===== config.mk =====
export PLATFORM = sky130hd
export DESIGN_NAME = gpib_device
export DESIGN_NICKNAME = d
export VERILOG_FILES = /design/src/gpib_pkg.sv /design/src/gpib_device.sv
export VERILOG_INCLUDE_DIRS = /design/src
export SDC_FILE = /design/constraint.sdc
export NUM_CORES = 1
export LEC_CHECK = 0
export BUFFER_PORTS_ARGS = -buffer_cell sky130_fd_sc_hd__buf_2
export CAP_MARGIN = 10
export CORE_AREA = 4 4 81 83
export CTS_CLUSTER_DIAMETER = 40
export DETAILED_ROUTE_END_ITERATION = 16
export DIE_AREA = 0 0 85 87
export GPL_TIMING_DRIVEN = 1
export PLACE_DENSITY = 0.9
export SLEW_MARGIN = 0
export SYNTH_ARGS = -nofsm -noshare
export SYNTH_HDL_FRONTEND = slang
export SYNTH_SLANG_ARGS = --single-unit

===== constraint.sdc =====
create_clock -name clk_sys_in -period 4.4 [get_ports clk_sys_in]
set_input_delay 0.22 -clock clk_sys_in [delete_from_list [all_inputs] [get_ports clk_sys_in]]
set_output_delay 0.22 -clock clk_sys_in [all_outputs]
set_load 0.005 [all_outputs]

===== src/gpib_regs.svh =====
// constants for the bus device interface
`ifndef GPIB_REGS_SVH
`define GPIB_REGS_SVH
`define GPIB_ADDR_DEFAULT 5'h09
`define GPIB_ADDR_MAX     5'h1e
`define GPIB_CMD_GTL      7'h01
`define GPIB_CMD_SDC      7'h04
`define GPIB_CMD_GET      7'h08
`define GPIB_CMD_LLO      7'h11
`define GPIB_CMD_DCL      7'h14
`define GPIB_CMD_SPE      7'h18
`define GPIB_CMD_SPD      7'h19
`define GPIB_CMD_UNL      7'h3f
`define GPIB_CMD_UNT      7'h5f
`define GPIB_GRP_LISTEN   2'h1
`define GPIB_GRP_TALK     2'h2
`define GPIB_RSV_BIT      6
`endif


===== src/gpib_pkg.sv =====
// types for the bus device interface
package gpib_pkg;
   typedef struct packed {
      logic       atn;
      logic       ifc;
      logic       ren;
      logic       eoi;
      logic       dav;
      logic       nrfd;
      logic       ndac;
      logic [7:0] dio;
   } gpib_bus_type;
endpackage : gpib_pkg


===== src/gpib_device.sv =====
// device end of the instrument bus interface
`timescale 1ns/1ps
`include "gpib_regs.svh"
module gpib_device (
   input  wire logic                  clk_sys_in,
   input  wire logic                  rst_in,
   input  wire gpib_pkg::gpib_bus_type bus_in,
   input  wire logic [4:0]            addr_in,
   input  wire logic                  addr_load_in,
   input  wire logic                  local_key_in,
   input  wire logic                  srq_req_in,
   input  wire logic [7:0]            status_in,
   input  wire logic [7:0]            tx_data_in,
   input  wire logic                  tx_eoi_in,
   input  wire logic                  tx_valid_in,
   output logic                       tx_ready_out,
   output logic [7:0]                 rx_data_out,
   output logic                       rx_eoi_out,
   output logic                       rx_valid_out,
   output logic                       rx_ready_out,
   output logic [7:0]                 dio_oe_n_out,
   output logic                       eoi_oe_n_out,
   output logic                       dav_oe_n_out,
   output logic                       nrfd_oe_n_out,
   output logic                       ndac_oe_n_out,
   output logic                       srq_oe_n_out,
   output logic                       talk_out,
   output logic                       listen_out,
   output logic                       remote_out,
   output logic                       lockout_out,
   output logic                       clear_out,
   output logic                       trigger_out,
   output logic [4:0]                 addr_out
);
   // ----------------------------------------
   // pin synchronisers
   // ----------------------------------------
   gpib_pkg::gpib_bus_type sync1;
   gpib_pkg::gpib_bus_type bus;
   always_ff @(posedge clk_sys_in or posedge rst_in) begin
      if (rst_in) begin
         sync1 <= '0;
         bus   <= '0;
      end else begin
         sync1 <= bus_in;
         bus   <= sync1;
      end
   end

   // ----------------------------------------
   // state
   // ----------------------------------------
   typedef enum {AH_IDLE, AH_READY, AH_ACCEPT, AH_WAIT} gpib_ah_type;
   typedef enum {SH_IDLE, SH_SETTLE, SH_WAIT_RFD, SH_DAV, SH_WAIT_DAC} gpib_sh_type;
   gpib_ah_type ah_state;
   gpib_sh_type sh_state;
   logic [4:0]  addr;
   logic        talk, listen, remote, lockout, spoll, srq, srq_sent;
   logic [7:0]  byte_q;
   logic        eoi_q;
   logic        take_byte;

   // ----------------------------------------
   // command decode
   // ----------------------------------------
   wire [6:0] cmd      = bus.dio[6:0];
   wire       got      = (ah_state == AH_ACCEPT);
   wire       got_cmd  = got & bus.atn;
   wire       got_data = got & ~bus.atn;
   wire       is_mla   = got_cmd & (cmd[6:5] == `GPIB_GRP_LISTEN) & (cmd[4:0] == addr);
   wire       is_mta   = got_cmd & (cmd[6:5] == `GPIB_GRP_TALK) & (cmd[4:0] == addr);
   wire       is_unl   = got_cmd & (cmd == `GPIB_CMD_UNL);
   wire       is_unt   = got_cmd & (cmd == `GPIB_CMD_UNT);
   wire       is_dcl   = got_cmd & ((cmd == `GPIB_CMD_DCL) | (listen & (cmd == `GPIB_CMD_SDC)));
   wire       is_get   = got_cmd & listen & (cmd == `GPIB_CMD_GET);
   wire       is_gtl   = got_cmd & listen & (cmd == `GPIB_CMD_GTL);
   wire       is_llo   = got_cmd & (cmd == `GPIB_CMD_LLO);
   wire       is_spe   = got_cmd & (cmd == `GPIB_CMD_SPE);
   wire       is_spd   = got_cmd & (cmd == `GPIB_CMD_SPD);
   wire       addr_ok  = addr_load_in & (addr_in <= `GPIB_ADDR_MAX);
   wire       tx_src   = talk & ~bus.atn;
   wire       tx_have  = spoll | tx_valid_in;
   wire [7:0] tx_byte  = spoll ? {status_in[7], srq, status_in[5:0]} : tx_data_in;
   wire       sh_end   = (sh_state == SH_WAIT_DAC) & ~bus.ndac;
   wire       srq_new  = srq_req_in & ~srq_sent;
   wire       next_srq = srq_new | (srq & ~(sh_end & spoll));

   // ----------------------------------------
   // acceptor handshake, holds off data while not listener or rx_valid_out is set
   // ----------------------------------------
   wire accept_ok = bus.atn | (listen & ~rx_valid_out);
   always_ff @(posedge clk_sys_in or posedge rst_in) begin
      if (rst_in) begin
         ah_state <= AH_IDLE;
      end else begin
         case (ah_state)
            AH_IDLE:   if (accept_ok & ~tx_src) ah_state <= AH_READY;
            AH_READY:  if (bus.dav) ah_state <= AH_ACCEPT;
                       else if (~accept_ok | tx_src) ah_state <= AH_IDLE;
            AH_ACCEPT: ah_state <= AH_WAIT;
            AH_WAIT:   if (~bus.dav) ah_state <= AH_IDLE;
            default:   ah_state <= AH_IDLE;
         endcase
      end
   end

   // ----------------------------------------
   // source handshake
   // ----------------------------------------
   assign take_byte = (sh_state == SH_IDLE) & tx_src & tx_have & ~bus.dav;
   always_ff @(posedge clk_sys_in or posedge rst_in) begin
      if (rst_in) begin
         sh_state <= SH_IDLE;
      end else if (~tx_src | bus.ifc) begin
         sh_state <= SH_IDLE;
      end else begin
         case (sh_state)
            SH_IDLE:     if (take_byte) sh_state <= SH_SETTLE;
            SH_SETTLE:   sh_state <= SH_WAIT_RFD;
            SH_WAIT_RFD: if (~bus.nrfd & ~bus.ndac) sh_state <= SH_WAIT_RFD;
                         else if (~bus.nrfd) sh_state <= SH_DAV;
            SH_DAV:      sh_state <= SH_WAIT_DAC;
            // dav stands until every acceptor has released ndac
            SH_WAIT_DAC: if (~bus.ndac) sh_state <= SH_IDLE;
            default:     sh_state <= SH_IDLE;
         endcase
      end
   end

   // ----------------------------------------
   // function states
   // ----------------------------------------
   always_ff @(posedge clk_sys_in or posedge rst_in) begin
      if (rst_in) begin
         addr     <= `GPIB_ADDR_DEFAULT;
         talk     <= 1'b0;
         listen   <= 1'b0;
         remote   <= 1'b0;
         lockout  <= 1'b0;
         spoll    <= 1'b0;
         srq      <= 1'b0;
         srq_sent <= 1'b0;
         byte_q   <= 8'h00;
         eoi_q    <= 1'b0;
      end else begin
         if (addr_ok) addr <= addr_in;
         if (bus.ifc | is_unt | is_mla) talk <= 1'b0;
         else if (is_mta) talk <= 1'b1;
         if (bus.ifc | is_unl | is_mta) listen <= 1'b0;
         else if (is_mla) listen <= 1'b1;
         if (~bus.ren | is_gtl | (local_key_in & ~lockout)) remote <= 1'b0;
         else if (is_mla) remote <= 1'b1;
         if (~bus.ren) lockout <= 1'b0;
         else if (is_llo) lockout <= 1'b1;
         if (bus.ifc | is_spd) spoll <= 1'b0;
         else if (is_spe) spoll <= 1'b1;
         // a fresh request wins over a clear in the same cycle
         srq      <= srq_new | (next_srq & ~is_dcl);
         srq_sent <= srq_req_in & (srq_sent | next_srq);
         if (take_byte) begin
            byte_q <= tx_byte;
            eoi_q  <= tx_eoi_in & ~spoll;
         end
      end
   end

   // ----------------------------------------
   // outputs, open collector with low enable
   // ----------------------------------------
   always_ff @(posedge clk_sys_in or posedge rst_in) begin
      if (rst_in) begin
         dio_oe_n_out  <= 8'hff;
         eoi_oe_n_out  <= 1'b1;
         dav_oe_n_out  <= 1'b1;
         nrfd_oe_n_out <= 1'b1;
         ndac_oe_n_out <= 1'b1;
         srq_oe_n_out  <= 1'b1;
         tx_ready_out  <= 1'b0;
         rx_data_out   <= 8'h00;
         rx_eoi_out    <= 1'b0;
         rx_valid_out  <= 1'b0;
         rx_ready_out  <= 1'b0;
         talk_out      <= 1'b0;
         listen_out    <= 1'b0;
         remote_out    <= 1'b0;
         lockout_out   <= 1'b0;
         clear_out     <= 1'b0;
         trigger_out   <= 1'b0;
         addr_out      <= `GPIB_ADDR_DEFAULT;
      end else begin
         // never drive during identify, no parallel poll response
         dio_oe_n_out  <= (sh_state != SH_IDLE & tx_src) ? ~byte_q : 8'hff;
         eoi_oe_n_out  <= ~((sh_state != SH_IDLE) & tx_src & eoi_q & ~bus.atn);
         dav_oe_n_out  <= ~((sh_state == SH_DAV) | (sh_state == SH_WAIT_DAC)) | ~tx_src;
         nrfd_oe_n_out <= (ah_state == AH_READY) | tx_src;
         ndac_oe_n_out <= (ah_state == AH_WAIT) | tx_src;
         srq_oe_n_out  <= ~srq;
         tx_ready_out  <= take_byte & ~spoll;
         rx_ready_out  <= listen;
         if (got_data & listen) begin
            rx_data_out  <= bus.dio;
            rx_eoi_out   <= bus.eoi;
            rx_valid_out <= 1'b1;
         end else begin
            rx_valid_out <= 1'b0;
         end
         talk_out      <= talk;
         listen_out    <= listen;
         remote_out    <= remote;
         lockout_out   <= lockout;
         clear_out     <= is_dcl;
         trigger_out   <= is_get;
         addr_out      <= addr;
      end
   end
   // ATN, IFC and REN have no driver here at all

   // ----------------------------------------
   // checks
   // ----------------------------------------
   mla_listen_a: assert property (@(posedge clk_sys_in) disable iff (rst_in)
      is_mla & ~bus.ifc & ~is_mta |=> listen) else $error("listen not set by own address");
   talk_gate_a: assert property (@(posedge clk_sys_in) disable iff (rst_in)
      ~talk |=> dav_oe_n_out) else $error("drove DAV while not talker");
   untalk_a: assert property (@(posedge clk_sys_in) disable iff (rst_in)
      (is_unt | bus.ifc) |=> ~talk) else $error("talker not idled");
   remote_ren_a: assert property (@(posedge clk_sys_in) disable iff (rst_in)
      $rose(remote) |-> $past(is_mla) & $past(bus.ren)) else $error("remote without MLA and REN");
   dav_seq_a: assert property (@(posedge clk_sys_in) disable iff (rst_in)
      (sh_state == SH_DAV) |-> $past(sh_state == SH_WAIT_RFD) & ~$past(bus.nrfd)) else $error("DAV before ready");
   trig_a: assert property (@(posedge clk_sys_in) disable iff (rst_in)
      is_get |=> trigger_out ##1 ~trigger_out | is_get) else $error("trigger pulse wrong");
   srq_drop_a: assert property (@(posedge clk_sys_in) disable iff (rst_in)
      sh_end & spoll & ~srq_new |=> ##1 srq_oe_n_out) else $error("SRQ held after poll");
   clear_a: assert property (@(posedge clk_sys_in) disable iff (rst_in)
      is_dcl & ~srq_new |=> clear_out & ~srq) else $error("clear not applied");
endmodule : gpib_device


---- Yosys cells after proc, flatten, opt, wreduce, memory -nomap -nowiden ----
Cells that the tools add are included.
word-level totals
  bits in registers ....................... 150
  input bits .............................. 43
  output and inout bits ................... 36
  word-level logic and storage cells ...... 183
operators by class
  magnitude comparators ................... 1
  eq/ne operators ......................... 31
  muxes and demuxes ....................... 23
  bitwise gates (word level) .............. 73
  reduce and logical (&&, ||, !) cells .... 10
operators with widths
  cell                                             count
  2-to-1 mux 32 bit                                9
  == test 32 x 2 -> 1 bit (second input constant)  5
  one-hot mux 32 bit (5 select lines)              1
  == test 32 x 3 -> 1 bit (second input constant)  4
  one-hot mux 32 bit (4 select lines)              1
  logical NOT 32 bit                               3
  == test 32 x 1 -> 1 bit (second input constant)  2
  AND 1 bit                                        37
  == test 32 x 4 -> 1 bit (second input constant)  1
  nonzero test 32 bit                              1
  == test 7 x 5 -> 1 bit (second input constant)   4
  OR 1 bit                                         19
  2-to-1 mux 8 bit                                 2
  inverter 1 bit                                   16
  2-to-1 mux 1 bit                                 10
  != test 3 bit (second input constant)            3
  inverter 8 bit                                   1
  nonzero test 2 bit                               4
  == test 7 x 1 -> 1 bit (second input constant)   1
  == test 7 x 3 -> 1 bit (second input constant)   1
  == test 7 x 4 -> 1 bit (second input constant)   1
  == test 7 x 6 -> 1 bit (second input constant)   1
  == test 7 bit (second input constant)            1
  AND reduction 3 bit                              2
  other kinds (7)                                  8

---- Longest topological paths before layout ----
  depth in word-level cells ............... 8
  gate-level depth with buffers ........... 6
  gate-level depth less buffers ........... 4

---- Least setup slack after synthesis ----
Ideal clock, no wire load.
  kind .................................... register -> register
  start point ............................. register bus[14] (netlist name)
  end point ............................... register eoi_q
  library setup time ...................... 126 ps
  data arrival time ....................... 1,350 ps
  data required time ...................... 4,274 ps
  path slack .............................. 2,924 ps
  stages on the path, launching flop included .. 6
  path buffers ............................ 2
  clock period less this slack ............ 1,476 ps
  cells stage by stage .................... dfrtp_1 > nand2b_4 > buf_6 > nor4b_4 > buf_6 > o21ai_0
between the ends
  cells in the longest elaborated chain, start to end .. 5
RTL lines
  item                    line                text
  start, declared         gpib_device.sv:39   gpib_pkg::gpib_bus_type bus;
  start signal, assigned  gpib_device.sv:46   bus <= sync1;
  inverter 1 bit          gpib_device.sv:81   wire tx_src = talk & ~bus.atn;
  AND 1 bit               gpib_device.sv:81
  AND 1 bit (3 in a row)  gpib_device.sv:110  assign take_byte = (sh_state == SH_IDLE) & tx_src & tx_have & ~bus.dav;
  end signal, assigned    gpib_device.sv:162  eoi_q <= tx_eoi_in & ~spoll;
  end, declared           gpib_device.sv:60   logic eoi_q;
Every way passes these cells.
A chain may end at the register's enable or synchronous reset.

---- Worst setup path in the final report ----
  start point ............................. register spoll
  end point ............................... register byte_q[1]
between the ends
  cells in the longest elaborated chain, start to end .. 3
  elaborated cells on any way between the ends .. 4
RTL lines
  item                    line                text
  start, declared         gpib_device.sv:58   logic talk, listen, remote, lockout, spoll, srq, srq_sent;
  start signal, assigned  gpib_device.sv:140  spoll <= 1'b0;
  start signal, assigned  gpib_device.sv:155  if (bus.ifc | is_spd) spoll <= 1'b0;
  start signal, assigned  gpib_device.sv:156  else if (is_spe) spoll <= 1'b1;
  OR 1 bit                gpib_device.sv:82   wire tx_have = spoll | tx_valid_in;
  AND 1 bit (2 in a row)  gpib_device.sv:110
  end signal, assigned    gpib_device.sv:161  byte_q <= tx_byte;
  end, declared           gpib_device.sv:59   logic [7:0] byte_q;
Parallel ways exist; a longest one is shown, timed or not.

==> metrics.md <==
| Metric | Value |
|---|---|
| Cells after Synth | `224` |
| Main combinational cell family by area after synthesis | `simple AND/OR/NAND/NOR gates` |
| Critical Path AT | `2.36 ns` |
| Yosys warnings | `0` |
| VDD IR max | `0.364 mV` |
| Worst Skew | `0.0112 ns` |
| I/O pin total | `79` |
| Metal-1 WL | `2.47 mm` |
| Mapped Area | `0.00321 mm2` |
| Reg2Reg Setup Slack | `2.31 ns` |
| Pwr/cell area | `410 mW/mm2` |
| Post-synthesis sequential area ratio | `71.6%` |
| Worst path depth | `4` |
| Most used cell along the critical path | `nor2_1` |
| Buffers on Ports | `77` |
| Syn Area/Cell | `14.3 um2` |
| Drt wl/cell | `14.8 um` |
| Final-stage net count | `366` |
| Vias post-DR | `2047` |
| Main flop type after synthesis | `dfrtp_1` |
| Slowest stage cell, crit path | `nor4b_4` |
| Layout fillers | `420` |
| Die width | `85 um` |
| Distinct cell type count after synthesis | `43` |
| Gpl congestion | `0.794` |
| Largest net degree at the start of global routing | `50` |
| # diodes | `0` |
| Chip height | `87 um` |
| Post-route ant nets | `0` |
| WP buf/inv | `0` |
| Initial antenna violation count | `0` |
| Final Critical Period | `2.09 ns` |
| Top sig layer | `met4` |
| Mux contribution to synthesized area | `8.07%` |
| Total core area | `0.00585 mm2` |
| Clk root buf | `clkbuf_8` |
| Vias in the first global route | `2154` |
| Hold_buf cts | `17` |
| Lkg Pwr | `1.95 nW` |
| Crit start category | `flip-flop` |
| Post-Synth XOR/XNOR Area | `1.91%` |
| H-Tree Level Count | `3` |
| Endpoint class of the critical path | `flip-flop` |
| FP Rows | `28` |
| Crit path max fanout | `19` |
| FFs w/ async S/R, synth | `100%` |
| Metal3 WL | `435 um` |
| Hpwl dp | `4.08 mm` |
| Post-CTS repair timing setup buffer count | `0` |
| DIE AREA | `0.00740 mm2` |
| DRC | `0` |
| Simple-gate portion of the synthesized area | `10.8%` |
| GRT Resource Usage Total | `17.6%` |
| Synth area leader | `dfrtp_1` |
| 1st-pass router iterations | `4` |
| Starting Density | `54.8%` |
| Status | `finished clean` |
| Layout Utilization | `69.2%` |
| Area fraction in compound gates after synthesis | `4.88%` |
| Number of synthesized flops with an enable pin | `0` |
| Worst-case clock buffer depth | `2` |
| Clk pin slew, worst setup/hold paths | `0.08 ns` |
| Yosys reg bits | `91` |
| Tightest Pin Transition | `1.04 ns` |
| Crit path max-delay family | `simple AND/OR/NAND/NOR gates` |
| Residual overflow from global routing | `0` |
| Worst r2r src | `spoll$_DFFE_PP0P_` |
| CP Launch Point | `spoll$_DFFE_PP0P_` |
| Slew HR | `30.7%` |
| Layout cells sized above 1 | `40.5%` |
| TritonCTS Buffers | `9` |
| Post-Syn Nets | `267` |
| WL met2 | `2.95 mm` |
| Hold slack | `0.121 ns` |
| Reg-to-reg endpoint | `byte_q[1]$_DFFE_PP0P_` |
| Critical path data required time | `4.67 ns` |
| Area growth syn-to-layout | `26.2%` |
| Worst Hold Class | `in -> reg` |
| Drt total wl | `5.97 mm` |
| Final Setup Violations | `0` |
| TritonCTS clock tree | `yes` |
| CP Class | `reg -> reg` |
| Fmax | `479 MHz` |
| R2r worst-path depth | `4` |
| Tcrit/Tclk final | `47.5%` |
| Clk Latency, worst-skew pair | `0.35 ns` |
| First-pass GRT wire length | `10.0 mm` |
| Max_cap viols | `0` |
| Max Slew Vio Count | `0` |
| Number of clock sinks | `91` |
| TNS Setup | `0 ns` |
| Top cells by count, synth | `74 x dfrtp_1, 17 x dfstp_2, 17 x nor2_1, 15 x mux2_2, 15 x nand2_1` |
| Adder-cell share of the synthesized area | `0%` |
| Hold depth | `2` |
| Crit path cell chain | `nor2_1 -> nor4b_4 -> nor2_1 -> a21oi_1` |
| Fin. Hold Viols | `0` |
| RSZ-0062 raised after global routing | `no` |
| Max incr delay on CP | `0.81 ns` |
| Count leader, synth | `dfrtp_1` |
| CP endpoint | `byte_q[1]$_DFFE_PP0P_` |
| Via density | `5.08` |
| CTS resizes | `0` |
| Share of the synthesized area in the top cell type | `57.7%` |
| Iter 0 DRT Violations | `93` |
| Synth top area cells | `dfrtp_1 58%, dfstp_2 14%, mux2_2 5.3%, mux2i_1 2.8%, nor2_1 2.0%` |
==> metrics by stage <==
step / area, um2 / total power [mW] / setup WS [ns] / std cells
final: 4050 / 1.66 / 2.31 / 403
after CTS: 4050 / 1.67 / 2.30 / 403
after floorplan: 3210 / 1.00 / 1.84 / 224
after global routing: 4050 / 1.74 / 2.11 / 403
after detailed placement: 3650 / 1.05 / 2.32 / 370
after global placement: 3650 / 1.05 / 2.41 / 370
==> layout make-up <==
| type | count | area, um2 | area share (%) |
|---|---|---|---|
| tap | 75 | 93.8 | 2.32 |
| sequential | 91 | 2300 | 56.8 |
| inverter | 10 | 38.8 | 0.958 |
| timing repair buffer | 95 | 563 | 13.9 |
| clock buffer | 9 | 124 | 3.06 |
| clock inverter | 7 | 98.8 | 2.44 |
| multi-input combinational | 116 | 831 | 20.5 |
==> placed cells by master (no fill, tap or decap), types with 3 or more instances in the layout <==
| master | synthesis | final |
|---|---|---|
| a21oi_1 | 10 | 10 |
| buf_2 | 1 | 77 |
| clkbuf_8 | 0 | 9 |
| dfrtp_1 | 74 | 74 |
| dfstp_2 | 17 | 17 |
| dlygate4sd3_1 | 0 | 17 |
| inv_1 | 10 | 9 |
| mux2_2 | 15 | 15 |
| mux2i_1 | 9 | 9 |
| nand2_1 | 15 | 15 |
| nand3b_1 | 3 | 3 |
| nor2_1 | 17 | 17 |
| nor2b_1 | 3 | 3 |
| nor3_1 | 4 | 4 |
| nor3b_1 | 3 | 3 |
| o21ai_0 | 3 | 3 |
| xor2_1 | 6 | 6 |
==> registers in the layout, indices dropped and copies added, names as in the netlist, 2 cells and up <==
register / flops
addr: 5
ah_state: 2
byte_q: 8
dio_oe_n_out: 8
sync1: 15
sh_state: 3
addr_out: 5
rx_data_out: 8
bus: 15
==> cell families after synthesis <==
| logic type | count (synthesis) |
|---|---|
| flops | 91 |
| compound gates | 25 |
| buf+inv | 17 |
| simple gates | 60 |
| xor+xnor | 7 |
| mux | 24 |
==> power by group <==
group,switching (mW),total [mW],leakage [nW],internal [mW]
logic,0.0538,0.121,0.732,0.0668
registers,0.0400,0.929,1.11,0.889
clock network,0.288,0.611,0.110,0.324
total,0.381,1.66,1.95,1.28
==> layer usage <==
layer  up-vias  track usage (%)
li1        959                -
met2        81             29.5
met5         -                0
met3        11             4.54
met1       996             21.2
met4         0             8.63
==> how the worst min path moves through the flow <==
stage | startpoint | end | slack (ns)
2_1_floorplan | bus_in[0] | sync1[0]$_DFF_PP0_ | 0.25
3_3_place_gp | rst_in | addr_out[1]$_DFF_PP0_ | 0.33
3_5_place_dp | bus_in[4] | sync1[4]$_DFF_PP0_ | 0.33
4_1_cts | addr_in[3] | addr[3]$_DFFE_PP1P_ | 0.1
5_1_grt | addr_in[1] | addr[1]$_DFFE_PP0P_ | 0.11
6_report | addr_in[1] | addr[1]$_DFFE_PP0P_ | 0.12
No activity file was read; power rests on OpenSTA's default activity.
